<file path="config.mk">
export PLATFORM = sky130hd
export DESIGN_NAME = psd_top
export DESIGN_NICKNAME = d
export VERILOG_FILES = /design/src/rtl/psd_pkg.sv /design/src/rtl/psd_rearm.sv /design/src/rtl/psd_top.sv
export SDC_FILE = /design/constraint.sdc
export NUM_CORES = 1
export LEC_CHECK = 0
export BUFFER_PORTS_ARGS = -buffer_cell sky130_fd_sc_hd__buf_2
export CAP_MARGIN = 20
export CORE_MARGIN = 10
export CORE_UTILIZATION = 54
export CTS_CLUSTER_DIAMETER = 120
export CTS_CLUSTER_SIZE = 12
export DETAILED_ROUTE_END_ITERATION = 8
export MAX_ROUTING_LAYER = met4
export PLACE_DENSITY = 0.74
export SLEW_MARGIN = 20
export SYNTH_ARGS = -nofsm -noshare
export SYNTH_HDL_FRONTEND = slang
export SYNTH_HIERARCHICAL = 1
export SYNTH_SLANG_ARGS = --single-unit
</file>
<file path="constraint.sdc">
create_clock -name CLK -period 1.8 [get_ports CLK]
set_input_delay 0.36 -clock CLK [delete_from_list [all_inputs] [get_ports CLK]]
set_output_delay 0.36 -clock CLK [all_outputs]
set_load 0.01 [all_outputs]
</file>
<file path="src/rtl/psd_pkg.sv">
// Constants and types shared by the press setup drive permit block
package psd_pkg;
	localparam int unsigned CLK_HZ          = 10_000_000;
	localparam int unsigned MIN_SHORT_MS    = 100;
	localparam int unsigned MIN_LONG_MS     = 350;
	localparam int unsigned MAX_PULSE_MS    = 30_000;
	localparam int unsigned CYC_PER_MS      = CLK_HZ / 1000;
	localparam int unsigned MIN_SHORT_CYC   = MIN_SHORT_MS * CYC_PER_MS;
	localparam int unsigned MIN_LONG_CYC    = MIN_LONG_MS * CYC_PER_MS;
	localparam int unsigned MAX_PULSE_CYC   = MAX_PULSE_MS * CYC_PER_MS;
	localparam int unsigned CNT_W           = 29;
	localparam logic        PERMIT_RST      = 1'b0;
	localparam logic        PENDING_RST     = 1'b1;
	// Command stage resets high so a command held through reset is no start
	localparam logic [4:0]  SYNC_RST        = 5'h04;

	typedef enum logic [1:0] {
		PSD_IL_NEVER  = 2'b00,
		PSD_IL_STATIC = 2'b01,
		PSD_IL_TOP    = 2'b10,
		PSD_IL_ALWAYS = 2'b11
	} psd_ilock_t;

	typedef enum logic [1:0] {
		PSD_RA_LOW  = 2'b00,
		PSD_RA_HIGH = 2'b01,
		PSD_RA_OVER = 2'b10
	} psd_rearm_t;
endpackage : psd_pkg

</file>
<file path="src/rtl/psd_rearm.sv">
// Rearm pulse width checker: reports a valid 0-1-0 pulse
`timescale 1ns/10ps
module psd_rearm #(
	parameter int unsigned MIN_SHORT = psd_pkg::MIN_SHORT_CYC,
	parameter int unsigned MIN_LONG  = psd_pkg::MIN_LONG_CYC,
	parameter int unsigned MAX_CYC   = psd_pkg::MAX_PULSE_CYC
) (
	input  wire logic clk,
	input  wire logic rst_n,
	input  wire logic pulse_in,
	input  wire logic long_sel,
	output logic      valid
);
	localparam int unsigned W = psd_pkg::CNT_W;
	localparam logic [W-1:0] MIN_S = W'(MIN_SHORT);
	localparam logic [W-1:0] MIN_L = W'(MIN_LONG);
	localparam logic [W-1:0] MAX_C = W'(MAX_CYC);

	// Limits the counter cannot hold are refused while elaborating
	if (MIN_SHORT < 1 || MIN_LONG < 1 || MAX_CYC <= MIN_LONG ||
		MAX_CYC <= MIN_SHORT || MAX_CYC >= (1 << W)) begin : g_bad_lim
		$error("psd_rearm: pulse limits unusable");
	end

	psd_pkg::psd_rearm_t state_reg;
	logic [W-1:0]        cnt_reg;
	logic [W-1:0]        min_lim;

	// Limit picked from the live selection, counted in cycles
	assign min_lim = long_sel ? MIN_L : MIN_S;

	always_ff @(posedge clk or negedge rst_n) begin
		if (!rst_n) begin
			state_reg <= psd_pkg::PSD_RA_LOW;
		end else begin
			unique case (state_reg)
			psd_pkg::PSD_RA_LOW: begin
				if (pulse_in) begin
					state_reg <= psd_pkg::PSD_RA_HIGH;
				end
			end
			psd_pkg::PSD_RA_HIGH: begin
				if (!pulse_in) begin
					state_reg <= psd_pkg::PSD_RA_LOW;
				end else if (cnt_reg >= MAX_C) begin
					state_reg <= psd_pkg::PSD_RA_OVER;
				end
			end
			psd_pkg::PSD_RA_OVER: begin
				if (!pulse_in) begin
					state_reg <= psd_pkg::PSD_RA_LOW;
				end
			end
			default: begin
				state_reg <= psd_pkg::PSD_RA_LOW;
			end
			endcase
		end
	end

	always_ff @(posedge clk or negedge rst_n) begin
		if (!rst_n) begin
			cnt_reg <= '0;
		end else if (state_reg == psd_pkg::PSD_RA_HIGH && pulse_in) begin
			cnt_reg <= cnt_reg + W'(1);
		end else if (state_reg != psd_pkg::PSD_RA_HIGH) begin
			cnt_reg <= W'(1);
		end
	end

	// Falling edge after an in-range high phase
	always_ff @(posedge clk or negedge rst_n) begin
		if (!rst_n) begin
			valid <= 1'b0;
		end else begin
			valid <= state_reg == psd_pkg::PSD_RA_HIGH && !pulse_in &&
				cnt_reg >= min_lim && cnt_reg <= MAX_C;
		end
	end
endmodule : psd_rearm

</file>
<file path="src/rtl/psd_top.sv">
// Press setup drive permit: combines permits into one drive enable
`timescale 1ns/10ps
module psd_top #(
	parameter int unsigned MIN_SHORT = psd_pkg::MIN_SHORT_CYC,
	parameter int unsigned MIN_LONG  = psd_pkg::MIN_LONG_CYC,
	parameter int unsigned MAX_CYC   = psd_pkg::MAX_PULSE_CYC
) (
	input  wire logic       CLK,
	input  wire logic       RST_N,
	input  wire logic       STATIC_PERMIT,
	input  wire logic       START_PERMIT,
	input  wire logic       START_STOP,
	input  wire logic       CYCLE_END,
	input  wire logic       REARM,
	input  wire logic [1:0] CFG_ILOCK,
	input  wire logic       CFG_START_USED,
	input  wire logic       CFG_STROKE_MON,
	input  wire logic       CFG_MIN_LONG,
	output logic            DRIVE_PERMIT,
	output logic            REARM_PENDING,
	output logic            STATIC_PERMIT_N
);
	// Rearm limits must order short, long, ceiling within the counter
	if (MIN_SHORT < 1 || MIN_LONG < MIN_SHORT || MAX_CYC <= MIN_LONG ||
		MAX_CYC >= (1 << psd_pkg::CNT_W)) begin : g_bad_lim
		$error("psd_top: rearm limits unusable");
	end

	// Pins pass two flip-flops before any logic looks at them
	logic [4:0] sync1_reg;
	logic [4:0] sync2_reg;
	logic [4:0] pins;

	assign pins = {REARM, CYCLE_END, START_STOP, START_PERMIT,
		STATIC_PERMIT};

	always_ff @(posedge CLK or negedge RST_N) begin
		if (!RST_N) begin
			sync1_reg <= psd_pkg::SYNC_RST;
			sync2_reg <= psd_pkg::SYNC_RST;
		end else begin
			sync1_reg <= pins;
			sync2_reg <= sync1_reg;
		end
	end

	logic static_ok;
	logic start_ok;
	logic cmd;
	logic top;
	logic rearm_s;
	logic cmd_d_reg;
	logic top_d_reg;

	assign static_ok = sync2_reg[0];
	assign start_ok  = sync2_reg[1];
	assign cmd       = sync2_reg[2];
	assign top       = sync2_reg[3];
	assign rearm_s   = sync2_reg[4];

	// Edge detectors read the second stage only; command starts high-held
	// at reset so a level already high is not taken as a start
	always_ff @(posedge CLK or negedge RST_N) begin
		if (!RST_N) begin
			cmd_d_reg <= 1'b1;
			top_d_reg <= 1'b1;
		end else begin
			cmd_d_reg <= cmd;
			top_d_reg <= top;
		end
	end

	logic cmd_rise;
	logic top_rise;

	assign cmd_rise = cmd && !cmd_d_reg;
	assign top_rise = top && !top_d_reg;

	psd_pkg::psd_ilock_t ilock;
	assign ilock = psd_pkg::psd_ilock_t'(CFG_ILOCK);

	// Stop causes for the current cycle
	logic stop_static;
	logic stop_cmd;
	logic stop_top;
	logic stopping;

	assign stop_static = !static_ok;
	assign stop_cmd    = !cmd;
	assign stop_top    = CFG_STROKE_MON && top_rise;

	logic permit_reg;
	logic permit_next;
	logic pending_reg;
	logic pending_next;
	logic rearm_ok;
	logic start_req;
	logic lock_hit;

	assign stopping = permit_reg && (stop_static || stop_cmd || stop_top);

	// Which stops arm the interlock
	always_comb begin
		lock_hit = 1'b0;
		unique case (ilock)
		psd_pkg::PSD_IL_NEVER: begin
			lock_hit = 1'b0;
		end
		psd_pkg::PSD_IL_STATIC: begin
			lock_hit = stop_static || stop_cmd;
		end
		psd_pkg::PSD_IL_TOP: begin
			lock_hit = stop_static || stop_top;
		end
		psd_pkg::PSD_IL_ALWAYS: begin
			lock_hit = 1'b1;
		end
		endcase
	end

	psd_rearm #(
		.MIN_SHORT(MIN_SHORT),
		.MIN_LONG (MIN_LONG),
		.MAX_CYC  (MAX_CYC)
	) u_rearm (
		.clk     (CLK),
		.rst_n   (RST_N),
		.pulse_in(rearm_s),
		.long_sel(CFG_MIN_LONG),
		.valid   (rearm_ok)
	);

	// Start gating is the same in both stroke modes; the stroke mode only
	// decides whether cycle-end ends the permit
	assign start_req = cmd_rise && static_ok && !pending_reg &&
		(!CFG_START_USED || start_ok);

	always_comb begin
		permit_next = permit_reg;
		if (stop_static) begin
			permit_next = 1'b0;
		end else if (permit_reg) begin
			if (stop_cmd || stop_top) begin
				permit_next = 1'b0;
			end
			// Start permit no longer looked at while running
		end else if (start_req) begin
			permit_next = 1'b1;
		end
	end

	// Interlock arm wins over a rearm arriving in the same cycle
	always_comb begin
		pending_next = pending_reg;
		if (rearm_ok) begin
			pending_next = 1'b0;
		end
		if (stopping && lock_hit) begin
			pending_next = 1'b1;
		end
		if (ilock == psd_pkg::PSD_IL_NEVER) begin
			pending_next = 1'b0;
		end
	end

	always_ff @(posedge CLK or negedge RST_N) begin
		if (!RST_N) begin
			permit_reg <= psd_pkg::PERMIT_RST;
		end else begin
			permit_reg <= permit_next;
		end
	end

	always_ff @(posedge CLK or negedge RST_N) begin
		if (!RST_N) begin
			pending_reg <= psd_pkg::PENDING_RST;
		end else begin
			pending_reg <= pending_next;
		end
	end

	// Combinational gate so a static drop cuts the drive as soon as the second sync stage shows it
	assign DRIVE_PERMIT    = permit_reg && static_ok;
	assign REARM_PENDING   = pending_reg;
	assign STATIC_PERMIT_N = !static_ok;
endmodule : psd_top

</file>
==> summary.md, run 1 <==
| Metric | Value |
|---|---|
| CTS tree | `yes` |
| Htree depth | `2` |
| Dpl hpwl | `3915 microns` |
| Placed cells | `332` |
| DR pass1 iterations | `4` |
| Run status | `complete, but fails checks` |
| Synthesized area per cell | `10.07 sq um` |
| Share of cells above drive strength 1 | `29.51%` |
| Final-layout fill cell count | `318` |
| WL/cell | `15.68 microns` |
| Register area | `1159 sq um` |
| RSZ-0062 raised after global routing | `yes` |
| Nets | `310` |
| Failing checks | `hold timing` |
| Clock Tree Buf Depth | `2` |
| EDFF count, synth | `0` |
| Maximum VDD drop | `0.5843 mV` |
| Post-Syn Nets | `259` |
| Row Count | `24` |
| CP endpoint kind | `flip-flop` |
| Max cap viols | `0` |
| Async SR Flop Fraction | `100.0%` |
| Fin crit share | `99.76%` |
| Initial antenna violation count | `0` |
| Area of the multi-input gates | `1235 sq um` |
| Final setup violation count | `0` |
| Cell variety after synth | `42` |
| Final Core Density | `68.36%` |
| Die extent in x | `86.33 microns` |
| Core footprint | `4294 sq um` |
| Vias | `1920` |
| Total Routed Length | `5332 microns` |
| Routability Congestion | `0.8857` |
| Cell Count, Final, Fillers Out | `340` |
| I/O Pins | `15` |
| Design area | `2935 sq um` |
| Max-slew violations | `0` |
| Chip height | `86.33 microns` |
| Setup TNS | `0 ps` |
| Post-CTS Setup Bufs | `0` |
| Rel. slew slack | `66.11%` |
| DR iter-0 viols | `127` |
| Vias in the first global route | `1944` |
| CTS clk-pin slew, worst paths | `90 ps` |
| Starting Density | `55.33%` |
| Crit Path Category | `reg2reg` |
| Seq cells post-synth | `46` |
| CP arrival | `1990 ps` |
| Clock Skew | `6.081 ps` |
| Top post-synthesis cells by area | `dfrtp_1, ha_1, dfstp_2, xnor2_1, nor2_1` |
| Hold WS | `-5.753 ps` |
| Area leader, netlist | `dfrtp_1` |
| Detail Route Antenna Nets | `0` |
| Number of flip-flops under the largest register name | `29` |
| Min Clock Period, post-route | `1796 ps` |
| Later-pin clock latency in the skew report | `300 ps` |
| Post-synth top flop | `dfrtp_1` |
| Critical path startpoint category | `flip-flop` |
| N_diodes | `0` |
| Required time of the critical path | `1990 ps` |
| Warnings, synthesis | `6` |
| Clock root buffer | `clkbuf_8` |
| Commonest non-fill, non-tap cell in the layout | `dfrtp_1` |
| Area Growth Syn to Fin | `23.54%` |
| Die Area | `7453 sq um` |
| Grt ovf | `0` |
| Sequential area share after synthesis | `48.71%` |
| First-pass GRT wire length | `8825 microns` |
| Clk sink count | `46` |
| Largest net degree at the start of global routing | `29` |
| Fmax achieved | `556.9 MHz` |
| Final hold vios | `7` |
| PwrDens | `637.2 nW/um^2` |
| Commonest cells after routing, fill and taps aside | `dfrtp_1, buf_4, nor2_1` |
| Static leakage power | `1.315 nW` |
| Gate Count Post-Synth | `236` |
| Worst hold path class | `in2async` |
| Dpl cell area | `2759 sq um` |
| Tot GR Track Use | `14.88%` |
| PortBufs | `14` |
| # DRC | `0` |
| Worst-path maximum fanout | `3` |
| Num CTS Buffers | `5` |
| Synth top area share | `43.18%` |
| Mapped cell area | `2376 sq um` |
| Actual slew at the worst max-slew pin | `508.3 ps` |
| Vias per std cell | `5.647` |
-- path summary, 6_finish.rpt --
check,from,endpoint,slack (ps),cells past startpoint
worst min register to register,sync1_reg[3],sync2_reg[3],360,0
worst max register to register,u_rearm/cnt_reg[20],u_rearm/valid,4,7
max in group asynchronous,RST_N,sync2_reg[2],1230,2
worst max-delay path,u_rearm/cnt_reg[20],u_rearm/valid,4,7
min in group CLK,START_STOP,sync1_reg[2],150,1
worst min-delay path,RST_N,u_rearm/cnt_reg[14],-6,1
-- kinds of logic (layout without fill, tap and decap cells) --
| group | count (synthesis) | after routing | share of synthesized area, % |
|---|---|---|---|
| AND/OR/NAND/NOR | 114 | 114 | 27.17 |
| multiplexers | 1 | 1 | 0.4213 |
| AO/OA/AOI/OAI | 25 | 25 | 6.319 |
| flip-flops | 46 | 46 | 48.71 |
| adder cells (fa/ha/maj) | 11 | 11 | 5.792 |
| buffers and inverters | 15 | 67 | 2.738 |
| XOR/XNOR | 24 | 24 | 8.847 |
-- metal layers --
metal / routed length, microns / vias to the layer above / GRT usage (%)
met2: 2617 / 33 / 24.63
met1: 2416 / 938 / 17.36
met5: 0 / - / -
met3: 226 / 10 / 3.565
li1: - / 939 / -
met4: 71 / 0 / 4.860
-- synthesized netlist by cell type (all sizes together), types with 3 or more instances --
cell type	n
a21oi	11
and4	5
clkbuf	3
dfrtp	41
dfstp	5
ha	11
inv	10
nand2	18
nand2b	4
nand3	12
nand4	10
nor2	32
nor3	7
nor4	12
o21ai	5
or3	3
xnor2	15
xor2	9
-- repair_timing --
item                                    CTS  global route
gates cloned                              0             0
hold buffers                              0             0
endpoints found under the setup margin    2            10
endpoints found under the hold margin     0             0
pin swaps                                 0             1
resized for setup                         2            13
-- report_power, final --
part / switching, mW / internal, mW / total [mW] / leakage (nW)
registers: 0.0212 / 1.06 / 1.09 / 0.598
clock network: 0.375 / 0.281 / 0.655 / 0.0447
logic: 0.0734 / 0.0559 / 0.129 / 0.672
-- stage by stage --
stage | hold slack [ps] | total power, mW | worst slack (ps)
finish | -5.753 | 1.870 | 4.341
global route | 17.09 | 1.939 | -100.3
CTS | 3.241 | 1.878 | 1.595
detailed placement | 331.0 | 1.231 | -82.70
global placement | 329.5 | 1.226 | -11.32
floorplan | 64.41 | 1.161 | 48.23
-- final cells by class --
| cell class | instances | share of cell area (%) |
|---|---|---|
| clock buffers | 5 | 2.344 |
| clock inverters | 3 | 0.8525 |
| inverters | 10 | 1.279 |
| multi-input cells | 175 | 42.07 |
| flip-flops and latches | 46 | 39.47 |
| well taps | 52 | 2.217 |
| repair buffers | 49 | 11.76 |
-- critical path: stages (launching register included) --
cell,delay (ps)
dfrtp_1,400
buf_4,150
ha_1,310
a21oi_2,130
nand2_1,70
a211o_1,320
a211oi_2,230
nor4b_2,70
Note: power is estimated with default switching activity, not from simulation.
==> run 2: changes to the inputs <==
Settings changed: PLACE_DENSITY 0.74 to 0.75.
==> run 2 against run 1 <==
Net effect:
- the flow now finishes without violations
- critical path depth did not move
- sequential share of layout area fell by 0.35 points
- final area rose by 1.1%
- register-to-register slack improved by 50 ps
- via count fell by 0.99%
- first-iteration DRC count rose by 11%
- global-route usage rose by 0.13 points
- combinational power barely moved
- critical path type unchanged
- critical endpoint unchanged
- largest cell class unchanged
==> summary.md, run 2 (synthesized netlist as in run 1, its figures left out) <==
| Metric | Value |
|---|---|
| Run status | `finished clean` |
| Htree depth | `2` |
| # DRC | `0` |
| Clock Skew | `5.312 ps` |
| Number of flip-flops under the largest register name | `29` |
| Largest net degree at the start of global routing | `47` |
| Later-pin clock latency in the skew report | `310 ps` |
| Grt ovf | `0` |
| Routability Congestion | `0.8849` |
| Vias per std cell | `5.558` |
| Starting Density | `55.33%` |
| Worst hold path class | `in2async` |
| Static leakage power | `1.330 nW` |
| DR pass1 iterations | `4` |
| Worst-path maximum fanout | `4` |
| Total Routed Length | `5307 microns` |
| Design area | `2968 sq um` |
| Final setup violation count | `0` |
| CP arrival | `1940 ps` |
| Pre-CTS WS | `-73.73 ps` |
| Area Growth Syn to Fin | `24.91%` |
| Min Clock Period, post-route | `1746 ps` |
| CP endpoint kind | `flip-flop` |
| Fmax achieved | `572.9 MHz` |
| Core footprint | `4294 sq um` |
| Hold WS | `107.4 ps` |
| Max cap viols | `0` |
| Clock root buffer | `clkbuf_8` |
| Die Area | `7453 sq um` |
| Num CTS Buffers | `5` |
| Clk sink count | `46` |
| Rel. slew slack | `62.53%` |
| Final hold vios | `0` |
| DR iter-0 viols | `141` |
| Commonest non-fill, non-tap cell in the layout | `dfrtp_1` |
| Nets | `312` |
| Commonest cells after routing, fill and taps aside | `dfrtp_1, buf_4, nor2_1` |
| Dpl hpwl | `3765 microns` |
| PwrDens | `631.7 nW/um^2` |
| Final WS setup | `54.39 ps` |
| First-pass GRT wire length | `8790 microns` |
| Fin crit share | `96.98%` |
| I/O Pins | `15` |
| CTS clk-pin slew, worst paths | `90 ps` |
| Setup TNS | `0 ps` |
| Die extent in x | `86.33 microns` |
| Dpl cell area | `2746 sq um` |
| Chip height | `86.33 microns` |
| Crit Path Category | `reg2reg` |
| Power Total | `1.875 mW` |
| Clock Tree Buf Depth | `2` |
| Detail Route Antenna Nets | `0` |
| Worst R2R Setup Slack | `50 ps` |
| Required time of the critical path | `2000 ps` |
| Final-layout fill cell count | `320` |
| PortBufs | `14` |
| Vias | `1901` |
| WL/cell | `15.52 microns` |
| CTS tree | `yes` |
| Vias in the first global route | `1904` |
| N_diodes | `0` |
| Maximum VDD drop | `0.6376 mV` |
| Share of cells above drive strength 1 | `31.72%` |
| RSZ-0062 raised after global routing | `yes` |
| Hold_buf cts | `0` |
| Tot GR Track Use | `15.01%` |
| Critical path startpoint category | `flip-flop` |
| Max-slew violations | `0` |
| Row Count | `24` |
| Initial antenna violation count | `0` |
| Actual slew at the worst max-slew pin | `562.0 ps` |
[run 2: what timing repair did]
item / CTS / global route
pin swaps: 0 / 3
setup endpoints to repair: 4 / 8
resized for setup: 4 / 18
buffers inserted: 0 / 2
[run 2: routing by layer]
layer,wire length [microns],GRT usage [%],vias to the layer above
met2,2614,22.89,38
met5,0,-,-
li1,-,-,940
met3,285,4.221,10
met4,104,5.891,0
met1,2304,18.40,913
[run 2: worst max-delay path, stage by stage, from the launching register on]
cell and delay [ps]:
dfrtp_1 400, buf_4 160, ha_1 280, nand4_1 90, nand2_1 70, a211o_1 300, a211oi_2 230, nor4b_2 90
[run 2: final cells by class]
type | instances | area [sq um] | area share (%)
sequential | 46 | 1161 | 39.12
tap | 52 | 65.06 | 2.192
clock buffer | 5 | 68.82 | 2.319
clock inverter | 3 | 25.02 | 0.8432
timing repair buffer | 51 | 347.8 | 11.72
multi-input combinational | 175 | 1262 | 42.54
inverter | 10 | 37.54 | 1.265
[run 2: through the flow]
step / utilization (%) / std cells
finish: 69.11 / 342
floorplan: - / 236
CTS: 66.67 / 340
global route: 69.11 / 342
detailed placement: 63.96 / 332
global placement: 63.96 / 332
[run 2: final timing paths]
| path | depth (start not counted) | startpoint | endpoint |
|---|---|---|---|
| setup reg to reg | 7 | u_rearm/cnt_reg[19] | u_rearm/valid |
| max in group asynchronous | 2 | RST_N | u_rearm/cnt_reg[0] |
| min in group CLK | 1 | START_STOP | sync1_reg[2] |
| hold reg to reg | 0 | sync1_reg[3] | sync2_reg[3] |
| hold / removal | 2 | RST_N | u_rearm/cnt_reg[13] |
| setup / recovery | 7 | u_rearm/cnt_reg[19] | u_rearm/valid |
[run 2: where the power goes]
part / leakage [nW] / internal [mW] / total, mW / switching (mW)
clock network: 0.0447 / 0.280 / 0.660 / 0.379
registers: 0.595 / 1.07 / 1.09 / 0.0198
logic: 0.690 / 0.0561 / 0.130 / 0.0740
